--- src/uab_consts.svh ---
// offsets, field positions, reset values and timing of the async buffer block
`ifndef UAB_CONSTS_SVH
`define UAB_CONSTS_SVH
`define UAB_A_CTRL 8'h00
`define UAB_A_CMD 8'h04
`define UAB_A_STATUS 8'h08
`define UAB_A_IF 8'h0c
`define UAB_A_IFC 8'h10
`define UAB_A_TXS 8'h14
`define UAB_A_TXP 8'h18
`define UAB_A_TXSX 8'h1c
`define UAB_A_TXPX 8'h20
`define UAB_A_RXS 8'h24
`define UAB_A_RXP 8'h28
`define UAB_A_RXSX 8'h2c
`define UAB_A_RXPX 8'h30
`define UAB_A_RXSP 8'h34
`define UAB_A_RXPP 8'h38
`define UAB_C_NINTH 0
`define UAB_C_LVLSEL 1
`define UAB_C_AUTOMATIC_TRISTATING 2
`define UAB_C_NINEBIT 3
`define UAB_C_SCREP 4
`define UAB_CTRL_RST 5'h00
`define UAB_K_TXON 0
`define UAB_K_TXOFF 1
`define UAB_K_RXON 2
`define UAB_K_RXOFF 3
`define UAB_K_FLTX 4
`define UAB_K_FLRX 5
`define UAB_K_BLKON 6
`define UAB_K_BLKOFF 7
`define UAB_K_UNTRI 8
`define UAB_E_TRI 9
`define UAB_E_UBLK 10
`define UAB_E_RECEIVER_ON_CMD 11
`define UAB_E_DIS 12
`define UAB_E_BRK 13
`define UAB_R_FERR 9
`define UAB_I_TXC 0
`define UAB_I_TXL 1
`define UAB_I_RXDV 2
`define UAB_I_RX_BUFFER_FULL 3
`define UAB_I_TX_OVERFLOW_FLAG 4
`define UAB_I_RX_OVERFLOW_FLAG 5
`define UAB_I_RX_UNDERFLOW_FLAG 6
`define UAB_BIT_NS 1000
`define UAB_CLK_NS 50
`define UAB_BIT_CYC ((`UAB_BIT_NS + `UAB_CLK_NS - 1) / `UAB_CLK_NS)
`endif

--- src/uab_pkg.sv ---
// state types for the async buffer block
package uab_pkg;
  typedef enum logic [2:0] {TX_IDLE, TX_START, TX_DATA, TX_STOP, TX_GAP} uab_tx_st_t;
  typedef enum logic [1:0] {RX_IDLE, RX_START, RX_DATA, RX_STOP} uab_rx_st_t;
endpackage : uab_pkg
--- src/uab_ctrl.sv ---
// async buffer control: tx fifo, per-frame actions, rx buffer, register port
`timescale 1ns/100ps
`include "uab_consts.svh"
// Overview of operation
// [RULE1] two-entry transmit fifo ahead of shift register
// [RULE2] plain writes queue bytes, ninth bit default
// [RULE3] extended writes carry own ninth bit, controls
// [RULE4] fifo overflow raises flag, drops write
// [RULE5] level flag: empty, or below full
// [RULE6] flush empties fifo, shift register, line continues
// [RULE7] break holds stop low, then idle high
// [RULE8] disable transmitter after marked frame
// [RULE9] enable receiver right at frame end
// [RULE10] unblock receiver after marked frame
// [RULE11] release output after frame; auto reads zero
// [RULE12] smartcard repeat defers actions; break forces nack
// [RULE13] start edge begins frame only when idle
// [RULE14] frame waits; overwrite when full, overflow flag
// [RULE15] receiver off discards frame; status shows enable
// [RULE16] valid and full flags; full irq sticky
// [RULE17] shift register holds one frame beyond full
// [RULE18] plain reads low bytes, extended add status
// [RULE19] over-read raises underflow flag
// [RULE20] peeks never remove nor underflow
// [RULE21] receive flush empties buffer, keeps arriving frame
// [RULE22] transmit complete status and sticky flag
// [RULE23] blocked receiver drops frames silently
// [RULE24] receive buffer holds two frames
module uab_ctrl
  import uab_pkg::*;
(
  input wire logic SYS_CLK,
  input wire logic RESETN,
  input wire logic [7:0] ADDR,
  input wire logic [31:0] WDATA,
  input wire logic WR,
  input wire logic RD,
  output logic [31:0] RDATA,
  input wire logic RXD,
  input wire logic NACK,
  output logic TXD_O,
  output logic TXD_OE
);
  localparam logic [7:0] BIT_LAST = 8'(`UAB_BIT_CYC - 1);
  localparam logic [7:0] HALF_LAST = 8'(`UAB_BIT_CYC / 2 - 1);

  logic [4:0] ctrl_reg;
  logic tx_on_reg;
  logic rx_on_reg;
  logic blocked_reg;
  logic released_reg;
  logic [13:0] tf_reg [0:1];
  logic [1:0] tf_cnt_reg;
  logic [13:0] tsr_reg;
  logic tsr_full_reg;
  logic [13:0] tl_reg;
  logic [8:0] tx_sh_reg;
  uab_tx_st_t tx_st_reg;
  logic [7:0] tx_cyc_reg;
  logic [3:0] tx_bit_reg;
  logic tx_retry_reg;
  logic txd_reg;
  logic [9:0] rb_reg [0:1];
  logic [1:0] rb_cnt_reg;
  logic [9:0] rsr_reg;
  logic rsr_full_reg;
  uab_rx_st_t rx_st_reg;
  logic [7:0] rx_cyc_reg;
  logic [3:0] rx_bit_reg;
  logic [8:0] rx_sh_reg;
  logic [2:0] rxd_sync_reg;
  logic [2:0] nack_sync_reg;
  logic rxd_reg;
  logic rxd_prev_reg;
  logic nack_reg;
  logic [6:0] sticky_reg;
  logic [31:0] rdata_reg;

  logic [8:0] cmd;
  logic [3:0] nlast;
  logic tx_wr1;
  logic tx_wr2;
  logic [13:0] wa;
  logic [13:0] wb;
  logic tf_pop;
  logic [1:0] tf_free;
  logic tx_ovf;
  logic [13:0] q0_next;
  logic [13:0] q1_next;
  logic [1:0] tf_cnt_next;
  logic tx_take;
  logic tx_bit_end;
  logic tx_fail;
  logic tx_done;
  logic [1:0] rq;
  logic rx_uf;
  logic [1:0] pn;
  logic [9:0] b0_next;
  logic [9:0] b1_next;
  logic [1:0] rb_cnt_next;
  logic rsr_mv;
  logic rx_done;
  logic [9:0] rx_frame;
  logic rx_ovf;
  logic txc_st;
  logic txl_st;
  logic [7:0] status;
  logic [6:0] if_view;
  logic [6:0] if_set;
  logic [6:0] if_clr;

  function automatic logic [15:0] fmt(input logic [9:0] e);
    fmt = {1'b0, e[`UAB_R_FERR], 5'h00, e[8:0]};
  endfunction : fmt

  assign cmd = (WR && ADDR == `UAB_A_CMD) ? WDATA[8:0] : 9'h000;
  assign nlast = ctrl_reg[`UAB_C_NINEBIT] ? 4'h8 : 4'h7;

  // transmit write decode
  always_comb begin
    tx_wr1 = 1'b0;
    tx_wr2 = 1'b0;
    wa = {5'h00, ctrl_reg[`UAB_C_NINTH], WDATA[7:0]}; // [RULE2]
    wb = {5'h00, ctrl_reg[`UAB_C_NINTH], WDATA[15:8]}; // [RULE2]
    if (WR) begin
      case (ADDR)
        `UAB_A_TXS: tx_wr1 = 1'b1;
        `UAB_A_TXP: tx_wr2 = 1'b1;
        `UAB_A_TXSX: begin
          tx_wr1 = 1'b1;
          wa = WDATA[13:0]; // [RULE3]
        end
        `UAB_A_TXPX: begin
          tx_wr2 = 1'b1;
          wa = WDATA[13:0]; // [RULE3]
          wb = WDATA[29:16]; // [RULE3]
        end
        default: ;
      endcase
    end
  end

  // a slot freed by this cycle's pop counts as free space
  assign tf_pop = tf_cnt_reg != 2'h0 && !tsr_full_reg;
  assign tf_free = 2'h2 - tf_cnt_reg + {1'b0, tf_pop};
  assign tx_ovf = (tx_wr1 && tf_free == 2'h0) || (tx_wr2 && tf_free != 2'h2); // [RULE4]

  always_comb begin
    q0_next = tf_pop ? tf_reg[1] : tf_reg[0];
    q1_next = tf_reg[1];
    tf_cnt_next = tf_cnt_reg - {1'b0, tf_pop};
    if (tx_wr1 && !tx_ovf) begin
      if (tf_cnt_next == 2'h0) begin
        q0_next = wa;
      end else begin
        q1_next = wa;
      end
      tf_cnt_next = tf_cnt_next + 2'h1;
    end else if (tx_wr2 && !tx_ovf) begin
      q0_next = wa;
      q1_next = wb;
      tf_cnt_next = 2'h2;
    end
  end

  always_ff @(posedge SYS_CLK or negedge RESETN) begin
    if (!RESETN) begin
      tf_reg[0] <= 14'h0000;
      tf_reg[1] <= 14'h0000;
      tf_cnt_reg <= 2'h0;
    end else if (cmd[`UAB_K_FLTX]) begin
      tf_cnt_reg <= 2'h0; // [RULE6]
    end else begin
      tf_reg[0] <= q0_next; // [RULE1]
      tf_reg[1] <= q1_next;
      tf_cnt_reg <= tf_cnt_next;
    end
  end

  // shift register stage; the frame on the line lives in tl_reg
  assign tx_take = tx_st_reg == TX_IDLE && tsr_full_reg && tx_on_reg && !cmd[`UAB_K_FLTX];

  always_ff @(posedge SYS_CLK or negedge RESETN) begin
    if (!RESETN) begin
      tsr_reg <= 14'h0000;
      tsr_full_reg <= 1'b0;
    end else if (cmd[`UAB_K_FLTX]) begin
      tsr_full_reg <= 1'b0; // [RULE6]
    end else if (tf_pop) begin
      tsr_reg <= tf_reg[0];
      tsr_full_reg <= 1'b1;
    end else if (tx_take) begin
      tsr_full_reg <= 1'b0;
    end
  end

  assign tx_bit_end = tx_cyc_reg == BIT_LAST;
  assign tx_fail = ctrl_reg[`UAB_C_SCREP] && (nack_reg || tl_reg[`UAB_E_BRK]); // [RULE12]
  assign tx_done = tx_st_reg == TX_STOP && tx_bit_end && !tx_fail && !cmd[`UAB_K_TXOFF];

  // transmit line engine; disable aborts, flush does not
  always_ff @(posedge SYS_CLK or negedge RESETN) begin
    if (!RESETN) begin
      tx_st_reg <= TX_IDLE;
      tl_reg <= 14'h0000;
      tx_sh_reg <= 9'h000;
      tx_cyc_reg <= 8'h00;
      tx_bit_reg <= 4'h0;
      tx_retry_reg <= 1'b0;
      txd_reg <= 1'b1;
    end else if (cmd[`UAB_K_TXOFF]) begin
      tx_st_reg <= TX_IDLE;
      txd_reg <= 1'b1;
    end else begin
      tx_cyc_reg <= tx_bit_end ? 8'h00 : tx_cyc_reg + 8'h01;
      unique case (tx_st_reg)
        TX_IDLE: begin
          tx_cyc_reg <= 8'h00;
          if (tx_take) begin
            tl_reg <= tsr_reg;
            tx_sh_reg <= tsr_reg[8:0];
            txd_reg <= 1'b0;
            tx_st_reg <= TX_START;
          end
        end
        TX_START: begin
          if (tx_bit_end) begin
            txd_reg <= tx_sh_reg[0];
            tx_bit_reg <= 4'h0;
            tx_st_reg <= TX_DATA;
          end
        end
        TX_DATA: begin
          if (tx_bit_end) begin
            if (tx_bit_reg == nlast) begin
              txd_reg <= !tl_reg[`UAB_E_BRK]; // [RULE7]
              tx_st_reg <= TX_STOP;
            end else begin
              txd_reg <= tx_sh_reg[1];
              tx_sh_reg <= tx_sh_reg >> 1;
              tx_bit_reg <= tx_bit_reg + 4'h1;
            end
          end
        end
        TX_STOP: begin
          if (tx_bit_end) begin
            tx_retry_reg <= tx_fail; // [RULE12]
            tx_sh_reg <= tl_reg[8:0];
            if (tl_reg[`UAB_E_BRK]) begin
              txd_reg <= 1'b1; // [RULE7]
              tx_st_reg <= TX_GAP;
            end else if (tx_fail) begin
              txd_reg <= 1'b0;
              tx_st_reg <= TX_START;
            end else begin
              tx_st_reg <= TX_IDLE;
            end
          end
        end
        TX_GAP: begin
          if (tx_bit_end) begin
            txd_reg <= !tx_retry_reg;
            tx_st_reg <= tx_retry_reg ? TX_START : TX_IDLE;
          end
        end
      endcase
    end
  end

  // control state and the actions a finished frame carries
  always_ff @(posedge SYS_CLK or negedge RESETN) begin
    if (!RESETN) begin
      ctrl_reg <= `UAB_CTRL_RST;
      tx_on_reg <= 1'b0;
      rx_on_reg <= 1'b0;
      blocked_reg <= 1'b0;
      released_reg <= 1'b0;
    end else begin
      if (WR && ADDR == `UAB_A_CTRL) begin
        ctrl_reg <= WDATA[4:0];
      end
      if (cmd[`UAB_K_TXON]) begin
        tx_on_reg <= 1'b1;
      end
      if (cmd[`UAB_K_TXOFF] || (tx_done && tl_reg[`UAB_E_DIS])) begin
        tx_on_reg <= 1'b0; // [RULE8]
      end
      // enabled on the stop bit's last cycle, ready for a start at once
      if (cmd[`UAB_K_RXON] || (tx_done && tl_reg[`UAB_E_RECEIVER_ON_CMD])) begin
        rx_on_reg <= 1'b1; // [RULE9]
      end
      if (cmd[`UAB_K_RXOFF]) begin
        rx_on_reg <= 1'b0; // [RULE15]
      end
      if (cmd[`UAB_K_BLKON]) begin
        blocked_reg <= 1'b1;
      end
      if (cmd[`UAB_K_BLKOFF] || (tx_done && tl_reg[`UAB_E_UBLK])) begin
        blocked_reg <= 1'b0; // [RULE10]
      end
      if (cmd[`UAB_K_UNTRI]) begin
        released_reg <= 1'b0;
      end
      if (tx_done && tl_reg[`UAB_E_TRI]) begin
        released_reg <= 1'b1; // [RULE11]
      end
    end
  end

  assign TXD_O = txd_reg;
  assign TXD_OE = !released_reg && !(ctrl_reg[`UAB_C_AUTOMATIC_TRISTATING] && tx_st_reg == TX_IDLE); // [RULE11]

  // pin inputs: a level counts once stages two and three agree
  always_ff @(posedge SYS_CLK or negedge RESETN) begin
    if (!RESETN) begin
      rxd_sync_reg <= 3'h7;
      nack_sync_reg <= 3'h0;
      rxd_reg <= 1'b1;
      rxd_prev_reg <= 1'b1;
      nack_reg <= 1'b0;
    end else begin
      rxd_sync_reg <= {rxd_sync_reg[1:0], RXD};
      nack_sync_reg <= {nack_sync_reg[1:0], NACK};
      if (rxd_sync_reg[1] == rxd_sync_reg[2]) begin
        rxd_reg <= rxd_sync_reg[2];
      end
      if (nack_sync_reg[1] == nack_sync_reg[2]) begin
        nack_reg <= nack_sync_reg[2];
      end
      rxd_prev_reg <= rxd_reg;
    end
  end

  // receive line engine; a flush leaves it running
  assign rx_done = rx_st_reg == RX_STOP && rx_cyc_reg == BIT_LAST && !cmd[`UAB_K_RXOFF];
  assign rx_frame[8:0] = ctrl_reg[`UAB_C_NINEBIT] ? rx_sh_reg : {1'b0, rx_sh_reg[8:1]};
  assign rx_frame[`UAB_R_FERR] = !rxd_reg;

  always_ff @(posedge SYS_CLK or negedge RESETN) begin
    if (!RESETN) begin
      rx_st_reg <= RX_IDLE;
      rx_cyc_reg <= 8'h00;
      rx_bit_reg <= 4'h0;
      rx_sh_reg <= 9'h000;
    end else if (cmd[`UAB_K_RXOFF]) begin
      rx_st_reg <= RX_IDLE; // [RULE15]
    end else begin
      rx_cyc_reg <= rx_cyc_reg + 8'h01;
      unique case (rx_st_reg)
        RX_IDLE: begin
          rx_cyc_reg <= 8'h00;
          if (rx_on_reg && rxd_prev_reg && !rxd_reg) begin
            rx_st_reg <= RX_START; // [RULE13]
          end
        end
        RX_START: begin
          if (rx_cyc_reg == HALF_LAST) begin
            rx_cyc_reg <= 8'h00;
            rx_bit_reg <= 4'h0;
            rx_st_reg <= rxd_reg ? RX_IDLE : RX_DATA;
          end
        end
        RX_DATA: begin
          if (rx_cyc_reg == BIT_LAST) begin
            rx_cyc_reg <= 8'h00;
            rx_sh_reg <= {rxd_reg, rx_sh_reg[8:1]};
            rx_bit_reg <= rx_bit_reg + 4'h1;
            if (rx_bit_reg == nlast) begin
              rx_st_reg <= RX_STOP;
            end
          end
        end
        RX_STOP: begin
          if (rx_cyc_reg == BIT_LAST) begin
            rx_st_reg <= RX_IDLE;
          end
        end
      endcase
    end
  end

  // receive buffer: pops first, then the waiting frame moves up
  always_comb begin
    rq = 2'h0;
    if (RD) begin
      case (ADDR)
        `UAB_A_RXS, `UAB_A_RXSX: rq = 2'h1;
        `UAB_A_RXP, `UAB_A_RXPX: rq = 2'h2;
        default: rq = 2'h0; // [RULE20]
      endcase
    end
    rx_uf = rq > rb_cnt_reg; // [RULE19]
    pn = rx_uf ? rb_cnt_reg : rq;
    b0_next = (pn == 2'h1) ? rb_reg[1] : rb_reg[0];
    b1_next = rb_reg[1];
    rb_cnt_next = rb_cnt_reg - pn;
    rsr_mv = rsr_full_reg && rb_cnt_next != 2'h2;
    if (rsr_mv) begin
      if (rb_cnt_next == 2'h0) begin
        b0_next = rsr_reg;
      end else begin
        b1_next = rsr_reg;
      end
      rb_cnt_next = rb_cnt_next + 2'h1;
    end
  end

  always_ff @(posedge SYS_CLK or negedge RESETN) begin
    if (!RESETN) begin
      rb_reg[0] <= 10'h000;
      rb_reg[1] <= 10'h000;
      rb_cnt_reg <= 2'h0;
    end else if (cmd[`UAB_K_FLRX]) begin
      rb_cnt_reg <= 2'h0; // [RULE21]
    end else begin
      rb_reg[0] <= b0_next; // [RULE24]
      rb_reg[1] <= b1_next;
      rb_cnt_reg <= rb_cnt_next;
    end
  end

  // a waiting frame still moves up while blocked; only new ones drop
  assign rx_ovf = rx_done && !blocked_reg && rsr_full_reg && !rsr_mv; // [RULE14]

  always_ff @(posedge SYS_CLK or negedge RESETN) begin
    if (!RESETN) begin
      rsr_reg <= 10'h000;
      rsr_full_reg <= 1'b0;
    end else if (cmd[`UAB_K_FLRX]) begin
      rsr_full_reg <= 1'b0; // [RULE21]
    end else if (rx_done && !blocked_reg) begin
      rsr_reg <= rx_frame; // [RULE14] [RULE17] [RULE23]
      rsr_full_reg <= 1'b1;
    end else if (rsr_mv) begin
      rsr_full_reg <= 1'b0;
    end
  end

  // status and flags
  assign txc_st = tx_on_reg && tf_cnt_reg == 2'h0 && !tsr_full_reg && tx_st_reg == TX_IDLE; // [RULE22]
  assign txl_st = ctrl_reg[`UAB_C_LVLSEL] ? tf_cnt_reg != 2'h2 : tf_cnt_reg == 2'h0; // [RULE5]
  assign status = {released_reg && !ctrl_reg[`UAB_C_AUTOMATIC_TRISTATING], blocked_reg, // [RULE11]
                   rb_cnt_reg == 2'h2, rb_cnt_reg != 2'h0, txl_st, txc_st,
                   rx_on_reg, tx_on_reg}; // [RULE15] [RULE16]

  always_comb begin
    if_set = 7'h00;
    if_set[`UAB_I_TXC] = txc_st; // [RULE22]
    if_set[`UAB_I_RX_BUFFER_FULL] = rb_cnt_reg == 2'h2; // [RULE16]
    if_set[`UAB_I_TX_OVERFLOW_FLAG] = tx_ovf; // [RULE4]
    if_set[`UAB_I_RX_OVERFLOW_FLAG] = rx_ovf; // [RULE14]
    if_set[`UAB_I_RX_UNDERFLOW_FLAG] = rx_uf; // [RULE19]
    if_clr = (WR && ADDR == `UAB_A_IFC) ? WDATA[6:0] : 7'h00;
    if_view = sticky_reg;
    if_view[`UAB_I_TXL] = txl_st; // [RULE5]
    if_view[`UAB_I_RXDV] = rb_cnt_reg != 2'h0; // [RULE16]
  end

  // set wins over a clear in the same cycle
  always_ff @(posedge SYS_CLK or negedge RESETN) begin
    if (!RESETN) begin
      sticky_reg <= 7'h00;
    end else begin
      sticky_reg <= (sticky_reg & ~if_clr) | if_set;
    end
  end

  // read data stand only in the cycle after the strobe
  always_ff @(posedge SYS_CLK or negedge RESETN) begin
    if (!RESETN) begin
      rdata_reg <= 32'h0000_0000;
    end else if (RD) begin
      case (ADDR)
        `UAB_A_CTRL: rdata_reg <= {27'h0, ctrl_reg};
        `UAB_A_STATUS: rdata_reg <= {24'h0, status};
        `UAB_A_IF: rdata_reg <= {25'h0, if_view};
        `UAB_A_RXS: rdata_reg <= {24'h0, rb_reg[0][7:0]}; // [RULE18]
        `UAB_A_RXP: rdata_reg <= {16'h0, rb_reg[1][7:0], rb_reg[0][7:0]}; // [RULE18]
        `UAB_A_RXSX, `UAB_A_RXSP: rdata_reg <= {16'h0, fmt(rb_reg[0])}; // [RULE18] [RULE20]
        `UAB_A_RXPX, `UAB_A_RXPP: rdata_reg <= {fmt(rb_reg[1]), fmt(rb_reg[0])}; // [RULE20]
        default: rdata_reg <= 32'h0000_0000;
      endcase
    end else begin
      rdata_reg <= 32'h0000_0000;
    end
  end

  assign RDATA = rdata_reg;
endmodule : uab_ctrl

--- config.mk ---
export PLATFORM = sky130hd
export DESIGN_NAME = uab_ctrl
export DESIGN_NICKNAME = d
export VERILOG_FILES = /design/src/uab_pkg.sv /design/src/uab_ctrl.sv
export VERILOG_INCLUDE_DIRS = /design/src
export SDC_FILE = /design/constraint.sdc
export NUM_CORES = 1
export LEC_CHECK = 0
export BUFFER_PORTS_ARGS = -buffer_cell sky130_fd_sc_hd__buf_2
export CAP_MARGIN = 20
export CORE_ASPECT_RATIO = 1.25
export CORE_MARGIN = 3
export CORE_UTILIZATION = 60
export DETAILED_ROUTE_END_ITERATION = 12
export PLACE_DENSITY = 0.83
export SYNTH_ARGS = -nofsm -noshare
export SYNTH_HDL_FRONTEND = slang
export SYNTH_SLANG_ARGS = --single-unit
--- constraint.sdc ---
create_clock -name SYS_CLK -period 3.3 [get_ports SYS_CLK]
set_input_delay 0.33 -clock SYS_CLK [delete_from_list [all_inputs] [get_ports SYS_CLK]]
set_output_delay 0.33 -clock SYS_CLK [all_outputs]
set_load 0.05 [all_outputs]
==> out/metrics.cfg <==
[run_status]
status=finished, final reports clean

[final_layout]
antenna_cells=0
fillers=1082
seq_area_um2=4760
fin_util_pct=70.1
multi_input_area_um2=4270
area_growth_pct=13.9
nets=1003
largest_reg_flops=28
drive_gt1_share_pct=23.2

[global_routing]
grt_max_degree=93
grt_pass1_wl_mm=34.6
overflow=0
grt_pass1_vias=6817
antenna_found_initial=0
grt_use_total_pct=25.7

[sta]
min_period_over_period_pct=93.5
timing.fmax_ghz=0.324
finalHoldViolCount=0
rsz0062_at_grt=no
timing.setup.tns_ns=0
slew_headroom_pct=50.5
postLayoutSetupSlackWorst_ns=0.216
final.setup_skew_ns=0.0100
period_minus_slack_ns=3.08
tightest_slew_ns=0.736
slew_violations=0
setup_viol=0

[clock_network]
cts_sinks=190
cts_max_level=4
post_cts_resized=0
cts_buffer_depth=2
insertion_delay_ns=0.44
cts_tree=yes
clkTransAtPathRegs_ns=0.07
cts-root-buf=clkbuf_16
numCtsBuffers=17

[placement]
dp_hpwl_mm=14.6
place_ws_ns=-0.0743
gp_congestion=0.880
portBuffers=71

[logic_synthesis]
async_flop_share_pct=100
synth_cells=865
synth_top_area_share_pct=49.6
synth-edff-count=0
syn_area_um2=9280
ys_ff_latch=190
synth-main-ff-cell=dfrtp_1
syn_area_per_cell_um2=10.7
synth_cell_types=68
yosysTopAreaCell=dfrtp_1
yosysSeqAreaShare_pct=51.3
synth_area_leaders=dfrtp_1 50%, mux2_2 8.4%, mux2i_1 3.8%
ys_warn_count=0

[setup_path]
critPathMaxStageDelay_ns=0.44
crit_chain=buf_2 -> nor3b_1 -> buf_4 -> and4_1 -> a21oi_1 -> inv_1 -> ha_1 -> nor2b_1 -> o21ai_2 -> mux2i_1 -> ha_1 -> nand3b_1 -> o21ai_0 -> o21bai_2 -> a221o_1
worstPathRequired_ns=3.67
path_buf_inv=3
r2r_cells=9
cp_max_fo=10
r2r_start=tf_cnt_reg[1]
worstSetupStartpoint=ADDR[5]
crit_top_cell=ha_1
rr_endpoint=tf_reg[24]
worst-setup-path-type=in2reg
r2r_slack_ns=0.34
setup.worst_path.end_class=flip-flop
crit_cells=15
cp.arrival_ns=3.46
endpoint=rb_reg[18]
cp_top_family=compound AO/OA/AOI/OAI gates
startpoint_type=primary input
cpMaxStageDelayCell=o21bai_2

[power_and_ir_drop]
p_leak_nw=5.11
max-vdd-ir-drop_v=0.000374
powerDensity_nw_per_um2=535
p_total_mw=5.65

[flow_run]
maxCapViolations=0

[worst_hold_path]
worstHoldPathCells=2
hp-class=in2reg

[detailed_routing]
ant_nets=0
wl_mm=21.2
vias=7028
wl_per_cell_um=18.2
drtIter0Drc=525
drc=0
dr.pass1.iters=7
drt-vias-per-instance=6.05

[floorplanning]
dieWidth_um=117
dieArea_um2=17000
floorplan.die.height_um=145
rows=50
core_area_um2=15100
initial_utilization_pct=61.6
io_pins=80

-- metal layers --
| layer | vias to the layer above | track usage [%] | part of all wire, % |
|---|---|---|---|
| met5 | - | 0 | 0 |
| met4 | 0 | 9.35 | 2.7 |
| met3 | 41 | 5.21 | 4.1 |
| met2 | 205 | 40.9 | 50 |
| met1 | 3504 | 34.6 | 43 |
| li1 | 3278 | - | - |
-- worst register-to-register path, stage by stage (launching register included) --
cell and delay (ns):
dfrtp_1 0.45, nor2_1 0.23, or2_2 0.20, inv_1 0.14, ha_1 0.45, nor2b_1 0.22, nand4b_1 0.12, a21o_1 0.24
a21o_1 0.35, a221o_1 0.44
-- cells in the mapped netlist (10+ instances only) --
cell type and instances:
nand2b_1 10, and3_1 28, o21ai_0 57, nor2b_1 10
inv_1 18, a221o_1 15, a21oi_1 26, ha_1 17
mux2i_1 35, clkbuf_1 33, nand4_1 11, and2_1 25
nor3_1 12, a22oi_1 14, nand3_1 18, nor2_1 54
nand2_1 81, a31oi_1 11, dfrtp_1 184, mux2_2 69
-- metrics by stage --
step	hold slack [ns]	area (um2)	std cells
6_report	0.185	10600	1161
5_1_grt	0.175	10600	1161
4_1_cts	0.160	10600	1161
3_5_place_dp	0.352	9950	1126
3_3_place_gp	0.348	9950	1126
2_1_floorplan	0.0344	9320	870
-- layout make-up --
type                    count  area share (%)
clock inverters            11            1.03
inverters                  18           0.639
repair buffers            103            5.90
clock buffers              21            4.54
flip-flops and latches    190            45.0
multi-input cells         610            40.4
well taps                 208            2.46
-- repair_timing --
item	4_1_cts	5_1_grt
buffers inserted	0	0
hold endpoints to repair	75	0
hold buffers	3	0
-- cell families after synthesis --
| group | after synthesis | share of synthesized area (%) |
|---|---|---|
| and+or+nand+nor | 294 | 17.1 |
| DFF | 190 | 51.3 |
| AOI/OAI and AO/OA | 173 | 12.4 |
| muxes | 104 | 12.1 |
| buffers and inverters | 70 | 3.20 |
| adders and majority gates | 19 | 2.51 |
| xor gates and xnor gates | 14 | 1.32 |
| other | 1 | 0.0404 |
-- where the power goes --
part	internal (mW)	total [mW]	switching, mW
registers	2.50	2.69	0.188
logic	0.382	0.944	0.562
clock network	1.13	2.02	0.899
total	4.01	5.65	1.65
-- worst min-delay path by stage --
stage | from | to | slack [ns]
3_5_place_dp | rxd_sync_reg[0] | rxd_sync_reg[1] | 0.35
4_1_cts | WDATA[13] | tf_reg[27] | 0.16
2_1_floorplan | RESETN | RDATA[0] | 0.03
3_3_place_gp | rxd_sync_reg[0] | rxd_sync_reg[1] | 0.35
6_report | WDATA[12] | tf_reg[26] | 0.19
5_1_grt | WDATA[12] | tf_reg[26] | 0.17
-- layout by cell type, fill, tap and decap left out, drive strengths merged, types with 4 or more instances in the layout --
cell / count
conb: 6
a31oi: 11
o2bb2ai: 9
xnor2: 7
mux2: 69
xor2: 7
nand4: 11
nor4b: 4
a21oi: 26
ha: 17
nor2: 54
nor2b: 10
inv: 19
a22oi: 14
or3: 4
and3: 28
dfrtp: 184
and4: 8
nand2b: 10
nand2: 81
buf: 99
dfstp: 6
clkbuf: 22
and2: 25
clkinv: 5
mux2i: 35
clkinvlp: 4
nand3: 18
a21o: 9
o31ai: 5
nor3: 12
nor4: 5
o21ai: 58
a221o: 15
Power figures use the tool's default switching activity.
